$ cat src/design/rps_map.svh
// register map, field positions and timing constants of the packet sequencer
`ifndef RPS_MAP_SVH
`define RPS_MAP_SVH
// ----------------------------------------
// register byte offsets
// ----------------------------------------
`define RPS_A_GO_TX     12'h000
`define RPS_A_GO_RX     12'h004
`define RPS_A_START     12'h008
`define RPS_A_STOP      12'h00C
`define RPS_A_DIS       12'h010
`define RPS_A_SS_GO     12'h014
`define RPS_A_BC_GO     12'h01C
`define RPS_A_BC_HALT   12'h020
`define RPS_A_EV_READY  12'h100
`define RPS_A_EV_ADDR   12'h104
`define RPS_A_EV_END    12'h10C
`define RPS_A_EV_DISD   12'h110
`define RPS_A_EV_HIT    12'h114
`define RPS_A_EV_MISS   12'h118
`define RPS_A_EV_SSD    12'h11C
`define RPS_A_EV_BCHIT  12'h128
`define RPS_A_LINKS     12'h200
`define RPS_A_FPTR      12'h504
`define RPS_A_MODE      12'h510
`define RPS_A_PKT0      12'h514
`define RPS_A_PKT1      12'h518
`define RPS_A_GAP       12'h544
`define RPS_A_SSV       12'h548
`define RPS_A_STATE     12'h550
`define RPS_A_BCT       12'h560
`define RPS_A_MLOW      12'h600
`define RPS_A_MHIGH     12'h620
`define RPS_A_MCFG      12'h640
// ----------------------------------------
// field positions
// ----------------------------------------
`define RPS_L_RDY_GO    0
`define RPS_L_END_DIS   1
`define RPS_L_DIS_TX    2
`define RPS_L_DIS_RX    3
`define RPS_L_ADR_BC    6
`define RPS_P0_LF_LSB   0
`define RPS_P0_H0       8
`define RPS_P0_H1_LSB   16
`define RPS_P0_FW       4
`define RPS_P1_LIM_LSB  0
`define RPS_P1_TAIL_LSB 8
`define RPS_P1_BIG      24
`define RPS_MC_KIND_LSB 8
`define RPS_KIND_BIT    6
`define RPS_ADDR_BITS   12'h030
// ----------------------------------------
// timing
// ----------------------------------------
`define RPS_CLK_MHZ     100
`define RPS_RAMP_US     40
`define RPS_DIS_US      2
`define RPS_SAMPLE_NS   250
`define RPS_FILT_K      2
`endif

$ cat src/design/rps_pkg.sv
// types shared by the packet sequencer
package rps_pkg;
  typedef enum logic [3:0] {
    RPS_OFF     = 4'h0,
    RPS_RX_RU   = 4'h1,
    RPS_RX_WAIT = 4'h2,
    RPS_RX      = 4'h3,
    RPS_RX_DIS  = 4'h4,
    RPS_TX_RU   = 4'h9,
    RPS_TX_WAIT = 4'hA,
    RPS_TX      = 4'hB,
    RPS_TX_DIS  = 4'hC
  } rps_state_e;

  // from the air-side front end, one-cycle pulses, and bit_val, the data level read with bit_vld
  typedef struct packed {
    logic preamble;
    logic addr_ok;
    logic bit_vld;
    logic bit_val;
    logic tx_done;
  } rps_air_s;

  // byte write request toward RAM
  typedef struct packed {
    logic        req;
    logic [31:0] addr;
    logic [7:0]  data;
  } rps_dma_s;
endpackage

$ cat src/design/rps_sequencer.sv
// radio packet sequencer: states, field mover, address match, bit counter
//
// Decided for this implementation: the APB interface to the registers and the placing of the registers.
`timescale 1ns/100ps
`default_nettype none
`include "rps_map.svh"
module rps_sequencer import rps_pkg::*; #(
  parameter int N_ENTRY = 8,
  parameter int FILT_K  = `RPS_FILT_K
) (
  // apb slave
  input  wire logic        pclk,
  input  wire logic        presetn,
  input  wire logic        psel,
  input  wire logic        penable,
  input  wire logic        pwrite,
  input  wire logic [11:0] paddr,
  input  wire logic [31:0] pwdata,
  output logic      [31:0] prdata,
  output logic             pready,
  output logic             pslverr,
  // air side
  input  wire rps_air_s    air_in,
  input  wire logic [6:0]  strength_raw,
  output logic             phy_rx_on,
  output logic             phy_tx_on,
  output logic      [3:0]  phy_mode,
  output logic             tx_air_go,
  // ram writes
  output rps_dma_s         dma_out,
  input  wire logic        dma_ack
);
  if (N_ENTRY < 1 || N_ENTRY > 8) begin
    $error("N_ENTRY must lie in 1..8");
  end
  if (FILT_K < 1 || FILT_K > 4) begin
    $error("FILT_K must lie in 1..4");
  end

  localparam logic [15:0] RAMP_CYC = 16'(`RPS_RAMP_US * `RPS_CLK_MHZ - 1);
  localparam logic [15:0] DIS_CYC  = 16'(`RPS_DIS_US * `RPS_CLK_MHZ - 1);
  localparam logic [15:0] SS_CYC   = 16'((`RPS_SAMPLE_NS * `RPS_CLK_MHZ + 999) / 1000);
  localparam logic [6:0]  US_LAST  = 7'(`RPS_CLK_MHZ - 1);
  localparam logic [11:0] EV_A [8] = '{`RPS_A_EV_READY, `RPS_A_EV_ADDR, `RPS_A_EV_END,
    `RPS_A_EV_DISD, `RPS_A_EV_HIT, `RPS_A_EV_MISS, `RPS_A_EV_SSD, `RPS_A_EV_BCHIT};

  rps_state_e  state, next_state;
  logic [7:0]  links, ev, ev_set, ev_clr, ev_sel;
  logic [31:0] fptr, fptr_act, pkt0, pkt1, rd_data;
  logic [3:0]  mode;
  logic [9:0]  gap, gap_us;
  logic [15:0] bct, bc_cnt, tmr, ss_tmr;
  logic [15:0] mcfg;
  logic [31:0] mlow  [N_ENTRY];
  logic [15:0] mhigh [N_ENTRY];
  logic [6:0]  pre, ss_val;
  logic        rd_ok, bc_run, rx_act, pre_seen, tx_pend, kind;
  logic [8:0]  filt, woff;
  logic [1:0]  fld;
  logic [11:0] fbits, fsz;
  logic [2:0]  bcnt;
  logic [7:0]  sh, len_val;
  logic [47:0] pa;
  logic [N_ENTRY-1:0] ent_hit;

  // ----------------------------------------
  // apb decode
  // ----------------------------------------
  wire wr       = psel & penable & pwrite & pready;
  wire t_go_tx  = wr & (paddr == `RPS_A_GO_TX) & pwdata[0];
  wire t_go_rx  = wr & (paddr == `RPS_A_GO_RX) & pwdata[0];
  wire t_start  = wr & (paddr == `RPS_A_START) & pwdata[0];
  wire t_stop   = wr & (paddr == `RPS_A_STOP) & pwdata[0];
  wire t_dis    = wr & (paddr == `RPS_A_DIS) & pwdata[0];
  wire t_ss_go  = wr & (paddr == `RPS_A_SS_GO) & pwdata[0];
  wire t_bc_go  = wr & (paddr == `RPS_A_BC_GO) & pwdata[0];
  wire t_bc_hlt = wr & (paddr == `RPS_A_BC_HALT) & pwdata[0];
  wire ml_sel   = ({paddr[11:5], 5'h00} == `RPS_A_MLOW) & (32'(paddr[4:2]) < N_ENTRY);
  wire mh_sel   = ({paddr[11:5], 5'h00} == `RPS_A_MHIGH) & (32'(paddr[4:2]) < N_ENTRY);
  wire [2:0] idx = paddr[4:2];

  for (genvar i = 0; i < 8; i++) begin : g_ev
    assign ev_sel[i] = (paddr == EV_A[i]);
    assign ev_clr[i] = wr & ev_sel[i] & ~pwdata[0];
  end

  // ----------------------------------------
  // tasks with shortcuts folded in
  // ----------------------------------------
  wire in_ru   = (state == RPS_RX_RU) | (state == RPS_TX_RU);
  wire in_dis  = (state == RPS_RX_DIS) | (state == RPS_TX_DIS);
  wire tmr_z   = (tmr == 16'h0000);
  wire e_ready = in_ru & tmr_z;
  wire e_disd  = in_dis & tmr_z;
  wire pkt_done;
  wire e_end   = ((state == RPS_RX) & pkt_done) |
                 ((state == RPS_TX) & air_in.tx_done);
  wire go_start = t_start | (links[`RPS_L_RDY_GO] & e_ready);
  wire go_dis   = t_dis | (links[`RPS_L_END_DIS] & e_end);
  wire go_tx    = t_go_tx | (links[`RPS_L_DIS_TX] & e_disd);
  wire go_rx    = t_go_rx | (links[`RPS_L_DIS_RX] & e_disd);
  wire e_addr   = (state == RPS_RX) & pre_seen & ~rx_act & air_in.addr_ok;

  // ----------------------------------------
  // radio state sequence
  // ----------------------------------------
  always_comb begin
    next_state = state;
    if (go_dis && state != RPS_OFF && !in_dis) begin
      next_state = state[3] ? RPS_TX_DIS : RPS_RX_DIS;
    end else begin
      case (state)
        RPS_OFF: begin
          if (go_rx) begin
            next_state = RPS_RX_RU;
          end else if (go_tx) begin
            next_state = RPS_TX_RU;
          end
        end
        RPS_RX_RU, RPS_TX_RU: begin
          if (tmr_z) begin
            next_state = go_start ? rps_state_e'(state + 4'h2) : rps_state_e'(state + 4'h1);
          end
        end
        // start taken only once ramp-up has completed
        RPS_RX_WAIT, RPS_TX_WAIT: begin
          if (go_start) begin
            next_state = rps_state_e'(state + 4'h1);
          end
        end
        RPS_RX, RPS_TX: begin
          if (e_end || t_stop) begin
            next_state = rps_state_e'(state - 4'h1);
          end
        end
        RPS_RX_DIS, RPS_TX_DIS: begin
          if (tmr_z) begin
            next_state = go_rx ? RPS_RX_RU : (go_tx ? RPS_TX_RU : RPS_OFF);
          end
        end
        default: next_state = RPS_OFF;
      endcase
    end
  end

  wire ld_tmr = (next_state != state) &
    ((next_state == RPS_RX_RU) | (next_state == RPS_TX_RU) |
     (next_state == RPS_RX_DIS) | (next_state == RPS_TX_DIS));
  wire is_dis_n = (next_state == RPS_RX_DIS) | (next_state == RPS_TX_DIS);

  always_ff @(posedge pclk or negedge presetn) begin
    if (!presetn) begin
      state     <= RPS_OFF;
      tmr       <= 16'h0000;
      phy_rx_on <= 1'b0;
      phy_tx_on <= 1'b0;
    end else begin
      state     <= next_state;
      tmr       <= ld_tmr ? (is_dis_n ? DIS_CYC : RAMP_CYC) : (tmr_z ? tmr : tmr - 16'h0001);
      phy_rx_on <= (next_state == RPS_RX_RU) | (next_state == RPS_RX_WAIT) | (next_state == RPS_RX);
      phy_tx_on <= (next_state == RPS_TX_RU) | (next_state == RPS_TX_WAIT) | (next_state == RPS_TX);
    end
  end

  // mode and pointer are shadowed; the live copies change only on their task
  always_ff @(posedge pclk or negedge presetn) begin
    if (!presetn) begin
      phy_mode <= 4'h0;
      fptr_act <= 32'h0000_0000;
    end else begin
      // every ramp-up start is an enable task, shortcut-driven ones included
      if (ld_tmr && !is_dis_n) phy_mode <= mode;
      if (go_start) fptr_act <= fptr;
    end
  end

  // ----------------------------------------
  // turnaround gap, counted in whole microseconds from END
  // ----------------------------------------
  wire us_tick = (pre == US_LAST);
  wire gap_en  = links[`RPS_L_END_DIS] & (links[`RPS_L_DIS_TX] | links[`RPS_L_DIS_RX]);
  wire launch  = tx_pend & (~gap_en | (gap_us >= gap));

  always_ff @(posedge pclk or negedge presetn) begin
    if (!presetn) begin
      pre       <= 7'h00;
      gap_us    <= 10'h000;
      tx_pend   <= 1'b0;
      tx_air_go <= 1'b0;
    end else begin
      pre       <= (e_end | us_tick) ? 7'h00 : pre + 7'h01;
      gap_us    <= e_end ? 10'h000 : gap_us + {9'h000, us_tick & (gap_us != 10'h3FF)};
      tx_pend   <= (next_state == RPS_TX) & ((state != RPS_TX) | (tx_pend & ~launch));
      tx_air_go <= launch;
    end
  end

  // ----------------------------------------
  // receive field walker
  // ----------------------------------------
  wire [8:0] pay_raw = {1'b0, len_val} + {1'b0, pkt1[`RPS_P1_TAIL_LSB +: 8]};
  wire [8:0] lim     = {1'b0, pkt1[`RPS_P1_LIM_LSB +: 8]};
  wire [8:0] pay_b   = (pay_raw > lim) ? lim : pay_raw;

  always_comb begin
    case (fld)
      2'h0:    fsz = pkt0[`RPS_P0_H0] ? 12'h008 : 12'h000;
      2'h1:    fsz = {8'h00, pkt0[`RPS_P0_LF_LSB +: `RPS_P0_FW]};
      2'h2:    fsz = {8'h00, pkt0[`RPS_P0_H1_LSB +: `RPS_P0_FW]};
      default: fsz = {pay_b, 3'h0};
    endcase
  end

  wire       take   = rx_act & air_in.bit_vld & (fsz != 12'h000);
  wire       f_last = take & (fbits + 12'h001 == fsz);
  wire       skip   = rx_act & (fsz == 12'h000) & (fld != 2'h3);
  wire       byte_d = take & ((bcnt == 3'h7) | f_last);
  wire [7:0] sh_n   = {air_in.bit_val, sh[7:1]};
  wire [7:0] byte_v = sh_n >> (3'h7 - bcnt);
  wire       pa_go  = take & (fld == 2'h3) & (fbits < `RPS_ADDR_BITS);
  wire [47:0] pa_n  = pa_go ? {air_in.bit_val, pa[47:1]} : pa;
  assign pkt_done   = rx_act & (fld == 2'h3) & ((fsz == 12'h000) | f_last);

  always_ff @(posedge pclk or negedge presetn) begin
    if (!presetn) begin
      rx_act   <= 1'b0;
      pre_seen <= 1'b0;
    end else begin
      rx_act   <= (next_state == RPS_RX) & ~pkt_done & (rx_act | e_addr);
      pre_seen <= (next_state == RPS_RX) & ~e_addr & (pre_seen | air_in.preamble);
    end
  end

  always_ff @(posedge pclk or negedge presetn) begin
    if (!presetn) begin
      fld <= 2'h0; fbits <= 12'h000; bcnt <= 3'h0; sh <= 8'h00;
      woff <= 9'h000; len_val <= 8'h00; kind <= 1'b0; pa <= 48'h0;
    end else if (!rx_act) begin
      fld <= 2'h0; fbits <= 12'h000; bcnt <= 3'h0;
      woff <= 9'h000; len_val <= 8'h00; kind <= 1'b0;
    end else begin
      if (skip) fld <= fld + 2'h1;
      if (take) begin
        sh    <= sh_n;
        bcnt  <= byte_d ? 3'h0 : bcnt + 3'h1;
        fbits <= f_last ? 12'h000 : fbits + 12'h001;
        if (f_last && fld != 2'h3) fld <= fld + 2'h1;
      end
      if (byte_d) woff <= woff + 9'h001;
      if (byte_d && fld == 2'h1) len_val <= byte_v;
      if (byte_d && fld == 2'h0) kind <= byte_v[`RPS_KIND_BIT];
      pa <= pa_n;
    end
  end

  // one byte holder is enough: bytes arrive tens of cycles apart
  always_ff @(posedge pclk or negedge presetn) begin
    if (!presetn) begin
      dma_out <= '0;
    end else if (byte_d) begin
      dma_out <= '{req: 1'b1, addr: fptr_act + {23'h0, woff}, data: byte_v};
    end else if (dma_ack) begin
      dma_out.req <= 1'b0;
    end
  end

  // ----------------------------------------
  // device address match
  // ----------------------------------------
  for (genvar i = 0; i < N_ENTRY; i++) begin : g_cmp
    assign ent_hit[i] = mcfg[i] & (mcfg[`RPS_MC_KIND_LSB + i] == kind) &
                        (pa_n == {mhigh[i], mlow[i]});
  end
  wire match_on = ~pkt1[`RPS_P1_BIG];
  wire any_hit  = (|ent_hit) & (fsz >= `RPS_ADDR_BITS);
  wire e_hit    = pkt_done & match_on & any_hit;
  wire e_miss   = pkt_done & match_on & ~any_hit;

  // ----------------------------------------
  // bit counter
  // ----------------------------------------
  wire bc_stop = t_bc_hlt | t_stop | go_dis | e_end | e_disd;
  wire bc_go   = t_bc_go | (links[`RPS_L_ADR_BC] & e_addr);
  wire e_bchit = bc_run & ~bc_stop & air_in.bit_vld &
                 (bc_cnt + 16'h0001 == bct);

  always_ff @(posedge pclk or negedge presetn) begin
    if (!presetn) begin
      bc_run <= 1'b0;
      bc_cnt <= 16'h0000;
    end else if (bc_stop) begin
      bc_run <= 1'b0;
      bc_cnt <= 16'h0000;
    end else if (bc_go) begin
      bc_run <= 1'b1;
      bc_cnt <= 16'h0000;
    end else if (bc_run && air_in.bit_vld) begin
      bc_cnt <= bc_cnt + 16'h0001;
    end
  end

  // ----------------------------------------
  // signal strength
  // ----------------------------------------
  wire signed [9:0] s_diff = $signed({1'b0, strength_raw, 2'h0}) - $signed({1'b0, filt});
  wire e_ssd = (ss_tmr == 16'h0001);

  always_ff @(posedge pclk or negedge presetn) begin
    if (!presetn) begin
      filt   <= 9'h000;
      ss_tmr <= 16'h0000;
      ss_val <= 7'h00;
    end else begin
      if (us_tick) filt <= filt + 9'(s_diff >>> FILT_K);
      ss_tmr <= t_ss_go ? SS_CYC : (ss_tmr == 16'h0000 ? ss_tmr : ss_tmr - 16'h0001);
      if (e_ssd) ss_val <= filt[8:2];
    end
  end

  // ----------------------------------------
  // event flags, set beats clear
  // ----------------------------------------
  assign ev_set = {e_bchit, e_ssd, e_miss, e_hit, e_disd, e_end, e_addr, e_ready};
  always_ff @(posedge pclk or negedge presetn) begin
    if (!presetn) ev <= 8'h00;
    else ev <= (ev & ~ev_clr) | ev_set;
  end

  // ----------------------------------------
  // configuration registers, written straight through
  // ----------------------------------------
  always_ff @(posedge pclk or negedge presetn) begin
    if (!presetn) begin
      links <= 8'h00; fptr <= 32'h0; mode <= 4'h0; pkt0 <= 32'h0;
      pkt1 <= 32'h0; gap <= 10'h000; bct <= 16'h0000; mcfg <= 16'h0000;
    end else if (wr) begin
      if (paddr == `RPS_A_LINKS) links <= pwdata[7:0];
      if (paddr == `RPS_A_FPTR)  fptr  <= pwdata;
      if (paddr == `RPS_A_MODE)  mode  <= pwdata[3:0];
      if (paddr == `RPS_A_PKT0)  pkt0  <= pwdata;
      if (paddr == `RPS_A_PKT1)  pkt1  <= pwdata;
      if (paddr == `RPS_A_GAP)   gap   <= pwdata[9:0];
      if (paddr == `RPS_A_BCT)   bct   <= pwdata[15:0];
      if (paddr == `RPS_A_MCFG)  mcfg  <= pwdata[15:0];
    end
  end

  for (genvar i = 0; i < N_ENTRY; i++) begin : g_ent
    always_ff @(posedge pclk or negedge presetn) begin
      if (!presetn) begin
        mlow[i]  <= 32'h0;
        mhigh[i] <= 16'h0000;
      end else begin
        if (wr && ml_sel && idx == 3'(i)) mlow[i]  <= pwdata;
        if (wr && mh_sel && idx == 3'(i)) mhigh[i] <= pwdata[15:0];
      end
    end
  end

  // ----------------------------------------
  // read mux and apb answer, zero wait states
  // ----------------------------------------
  always_comb begin
    rd_data = 32'h0;
    rd_ok   = 1'b1;
    if (|ev_sel) begin
      rd_data = {31'h0, |(ev & ev_sel)};
    end else if (ml_sel) begin
      rd_data = mlow[idx];
    end else if (mh_sel) begin
      rd_data = {16'h0000, mhigh[idx]};
    end else begin
      case (paddr)
        `RPS_A_GO_TX, `RPS_A_GO_RX, `RPS_A_START, `RPS_A_STOP, `RPS_A_DIS,
        `RPS_A_SS_GO, `RPS_A_BC_GO, `RPS_A_BC_HALT: rd_data = 32'h0;
        `RPS_A_LINKS: rd_data = {24'h0, links};
        `RPS_A_FPTR:  rd_data = fptr;
        `RPS_A_MODE:  rd_data = {28'h0, mode};
        `RPS_A_PKT0:  rd_data = pkt0;
        `RPS_A_PKT1:  rd_data = pkt1;
        `RPS_A_GAP:   rd_data = {22'h0, gap};
        `RPS_A_SSV:   rd_data = {25'h0, ss_val};
        `RPS_A_STATE: rd_data = {28'h0, state};
        `RPS_A_BCT:   rd_data = {16'h0, bct};
        `RPS_A_MCFG:  rd_data = {16'h0, mcfg};
        default:      rd_ok   = 1'b0;
      endcase
    end
  end

  wire setup = psel & ~penable;
  always_ff @(posedge pclk or negedge presetn) begin
    if (!presetn) begin
      pready  <= 1'b0;
      pslverr <= 1'b0;
      prdata  <= 32'h0;
    end else begin
      pready  <= setup;
      pslverr <= setup & ~rd_ok;
      prdata  <= (setup & ~pwrite) ? rd_data : 32'h0;
    end
  end
endmodule
`default_nettype wire

$ cat config.mk
export PLATFORM = sky130hd
export DESIGN_NAME = rps_sequencer
export DESIGN_NICKNAME = d
export VERILOG_FILES = /design/src/design/rps_pkg.sv /design/src/design/rps_sequencer.sv
export VERILOG_INCLUDE_DIRS = /design/src /design/src/design
export SDC_FILE = /design/constraint.sdc
export NUM_CORES = 2
export LEC_CHECK = 0
export ABC_AREA = 1
export BUFFER_PORTS_ARGS = -buffer_cell sky130_fd_sc_hd__buf_4
export CORE_MARGIN = 2
export CORE_UTILIZATION = 49
export CTS_CLUSTER_DIAMETER = 120
export DETAILED_ROUTE_END_ITERATION = 16
export GPL_TIMING_DRIVEN = 1
export MAX_ROUTING_LAYER = met4
export PLACE_DENSITY = 0.69
export SLEW_MARGIN = 0
export SYNTH_ARGS = -nofsm -noshare
export SYNTH_HDL_FRONTEND = slang
export SYNTH_SLANG_ARGS = --single-unit
export TNS_END_PERCENT = 1
$ cat constraint.sdc
create_clock -name pclk -period 8.9 [get_ports pclk]
set_input_delay 0.445 -clock pclk [delete_from_list [all_inputs] [get_ports pclk]]
set_output_delay 0.445 -clock pclk [all_outputs]
set_load 0.01 [all_outputs]
==> results_dict.tcl <==
set metrics [dict create \
    status "finished with violations" \
    violations "max-capacitance violations, max-slew violations" \
    io_pins 144 \
    unrepaired_setup_endpoints_after_global_routing "no" \
    later_pin_clock_latency_in_the_skew_report_ps 710 \
    rows 112 \
    post-cts-setup-buffer-count 0 \
    post_synth.cell_area_avg_sq_um 7.53 \
    chipHeight_um 310 \
    area_delta_synth_final_pct 11.5 \
    number_of_maximum_capacitance_constraint_violations 1 \
    numCtsBuffers 90 \
    post_detail_place_hpwl_um 157000 \
    cp_common_cell "nand2_1" \
    worst_slack_ps 2370 \
    cts_tree "done" \
    synth_nets 6228 \
    ys_warn_count 0 \
    post-place-cells 7261 \
    pre_cts_slack_ps 2560 \
    critPathLaunchType "register" \
    synthDistinctLibCells 61 \
    firstDrtPassIters 7 \
    critical_path.top_delay_family "simple AND/OR/NAND/NOR gates" \
    ctsLongestPathBuffers 3 \
    worstSetupEndpointType "register" \
    crit-reg2reg-launch "pkt1[8]" \
    final_nets 6240 \
    max_stage_delay_ps 550 \
    synth.ff_latch_count 835 \
    port-buffer-count 143 \
    synth-async-reset-ratio 1.00 \
    post_cts_resized 0 \
    synth_edf_count 0 \
    cp-startpoint "pkt1[8]" \
    core_sq_um 93000 \
    finalCritPeriodShare 0.734 \
    via_count_of_the_first_global_routing_pass 40841 \
    initial_antenna_violation_count 17 \
    share_of_cells_above_drive_strength_1 0.0755 \
    final_critical_delay_including_setup_and_external_delays_ps 6530 \
    synthesis.area_sq_um 45900 \
    synth_top_cells_by_area "dfrtp_1 46%, nand2_1 15%, o21ai_0 8.7%, inv_1 5.0%, nor2_1 3.7%" \
    total_leakage_power_nw 23.5 \
    grt_first_pass_wirelength_um 296000 \
    timing_hold_violations_final 0 \
    synth.top_cells.by_count "1,800 x nand2_1, 835 x dfrtp_1, 797 x o21ai_0" \
    postSynth.topFlopCell "dfrtp_1" \
    wl_per_cell_um 28.0 \
    cts.htree.levels 3 \
    vdd_ir_drop_max_mv 0.143 \
    layoutNonFillerInstCount 7439 \
    count_leader_synth "nand2_1" \
    syn-instance-count 6091 \
    dpl-instance-area_sq_um 48000 \
    initial_core_util 0.493 \
    skew_final_ps 29.3 \
    totalWireLength_um 208000 \
    cp_num_buf_inv 4 \
    timing.max_slew.rel_slack -0.0135 \
    die_area_sq_um 96100 \
    post_cts_hold_buffer_count 3 \
    gp_congestion 1.13 \
    fp.dieW_um 310 \
    drc 0 \
    finalInstanceArea_sq_um 51100 \
    avgViaCountPerCell 6.06 \
    initialDrtViolationCount 6585 \
    worstMarginPinSlew_ps 1500 \
    timing.setup.critical_path_class "register to register" \
    hold_path.startpoint "psel" \
    post-route-util 0.550 \
    timing.hold.ws_ps 43.3 \
    cts.clk_slew.worst_paths_ps 60 \
    critical_path_required_ps 9480 \
    power.total_mw 8.33 \
    final_setup_fails 0 \
    maxClockFrequency_mhz 153 \
    cts_root_buffer "clkbuf_16" \
    arrival_ps 7120 \
    yosys.area.top_type "dfrtp_1" \
    power-per-cell-area_nw_per_um2 163 \
    worst_path_slowest_cell "nand2_1" \
    route.vias.total 45091 \
    grt-ovfl-total 0 \
    critical_path.max_fanout 27 \
    clock_sinks 835 \
    maxSlewViolCount 2 \
    drt.antenna.violating_nets 0 \
    grt_max_degree 165 \
    synth.yosys.seq_area_share 0.455 \
    holdCritPathClass "input port to register" \
    setup_total_negative_slack_ps 0 \
    overall_fraction_of_global_route_tracks_in_use 0.445 \
    post-synth-top-area-fraction 0.455 \
]
[final timing paths]
kind	endpoint	cells past startpoint	slack, ps
setup / recovery	ev[5]	38	2370
hold / removal	pready	3	40
setup reg to reg	ev[5]	38	2370
hold reg to reg	pre[0]	1	460
max in group asynchronous	mlow[210]	4	6300
min in group asynchronous	dma_out[37]	2	400
[cells by family (layout without fill, tap and decap cells)]
logic type	after synthesis	count (layout)	synth area share
and+or+nand+nor	2783	2783	0.254
AOI/OAI and AO/OA	1333	1333	0.165
buffers and inverters	914	995	0.0765
DFF	835	835	0.455
xor gates and xnor gates	151	151	0.0288
adders and majority gates	75	75	0.0209
other	0	13	0
[per-layer routing]
metal  track usage  routed length, um  vias to the layer above
met4         0.251              14300                        0
li1              -                  -                    20066
met1         0.575              82300                    21728
met3        0.0850              20700                      554
met2         0.656              91100                     2743
met5             -                  0                        -
[final cells by class]
type	instances	area, sq um
Antenna cell	13	32.5
Timing Repair Buffer	204	1610
Clock buffer	118	2530
Sequential cell	835	20900
Clock inverter	43	544
Tap cell	1254	1570
Inverter	630	2370
Fill cell	8905	41900
Multi-Input combinational cell	4342	21600
[flip-flops by register name, indices dropped and copies added (netlist names), 8 cells and up]
register / flops
mlow: 256
mhigh: 128
pa: 48
dma_out: 41
fptr: 32
fptr_act: 32
pkt0: 32
pkt1: 32
prdata: 32
bc_cnt: 16
bct: 16
mcfg: 16
ss_tmr: 16
tmr: 16
fbits: 12
gap: 10
gap_us: 10
filt: 9
woff: 9
ev: 8
len_val: 8
links: 8
[report_power, final]
group          leakage, nW  total [mW]  switching (mW)  internal, mW
combinational         10.9       0.484           0.356         0.128
sequential            11.1        3.85          0.0250          3.82
clock                 1.51        3.99            1.69          2.30
[tightest hold or removal path, delay by kind of cell]
| kind | cells | cell delay (ps) |
|---|---|---|
| buffers and inverters | 2 | 200 |
| and+or+nand+nor | 1 | 60 |
[cell usage in the layout, fill, tap and decap left out, types with 9 or more instances in the layout]
| master | n |
|---|---|
| dfrtp_1 | 835 |
| clkbuf_16 | 92 |
| a211oi_1 | 30 |
| nor2_2 | 9 |
| o31ai_1 | 9 |
| nand2_2 | 55 |
| nand4_1 | 87 |
| a21oi_1 | 137 |
| nor2_1 | 449 |
| nor3_1 | 43 |
| o21ai_1 | 9 |
| nand3_1 | 203 |
| buf_4 | 193 |
| a221oi_1 | 39 |
| xnor2_1 | 36 |
| ha_1 | 72 |
| clkinv_2 | 20 |
| bufinv_16 | 10 |
| a22o_1 | 11 |
| o311ai_0 | 25 |
| nor4_1 | 11 |
| nand3b_1 | 95 |
| o21ai_0 | 797 |
| inv_2 | 17 |
| diode_2 | 13 |
| o211ai_1 | 43 |
| o22ai_1 | 166 |
| inv_1 | 606 |
| xor2_1 | 115 |
| nand2_1 | 1787 |
| nand2_4 | 14 |
| clkbuf_1 | 13 |
| clkbuf_8 | 13 |
| a31oi_1 | 16 |
Power figures use the tool's default switching activity.
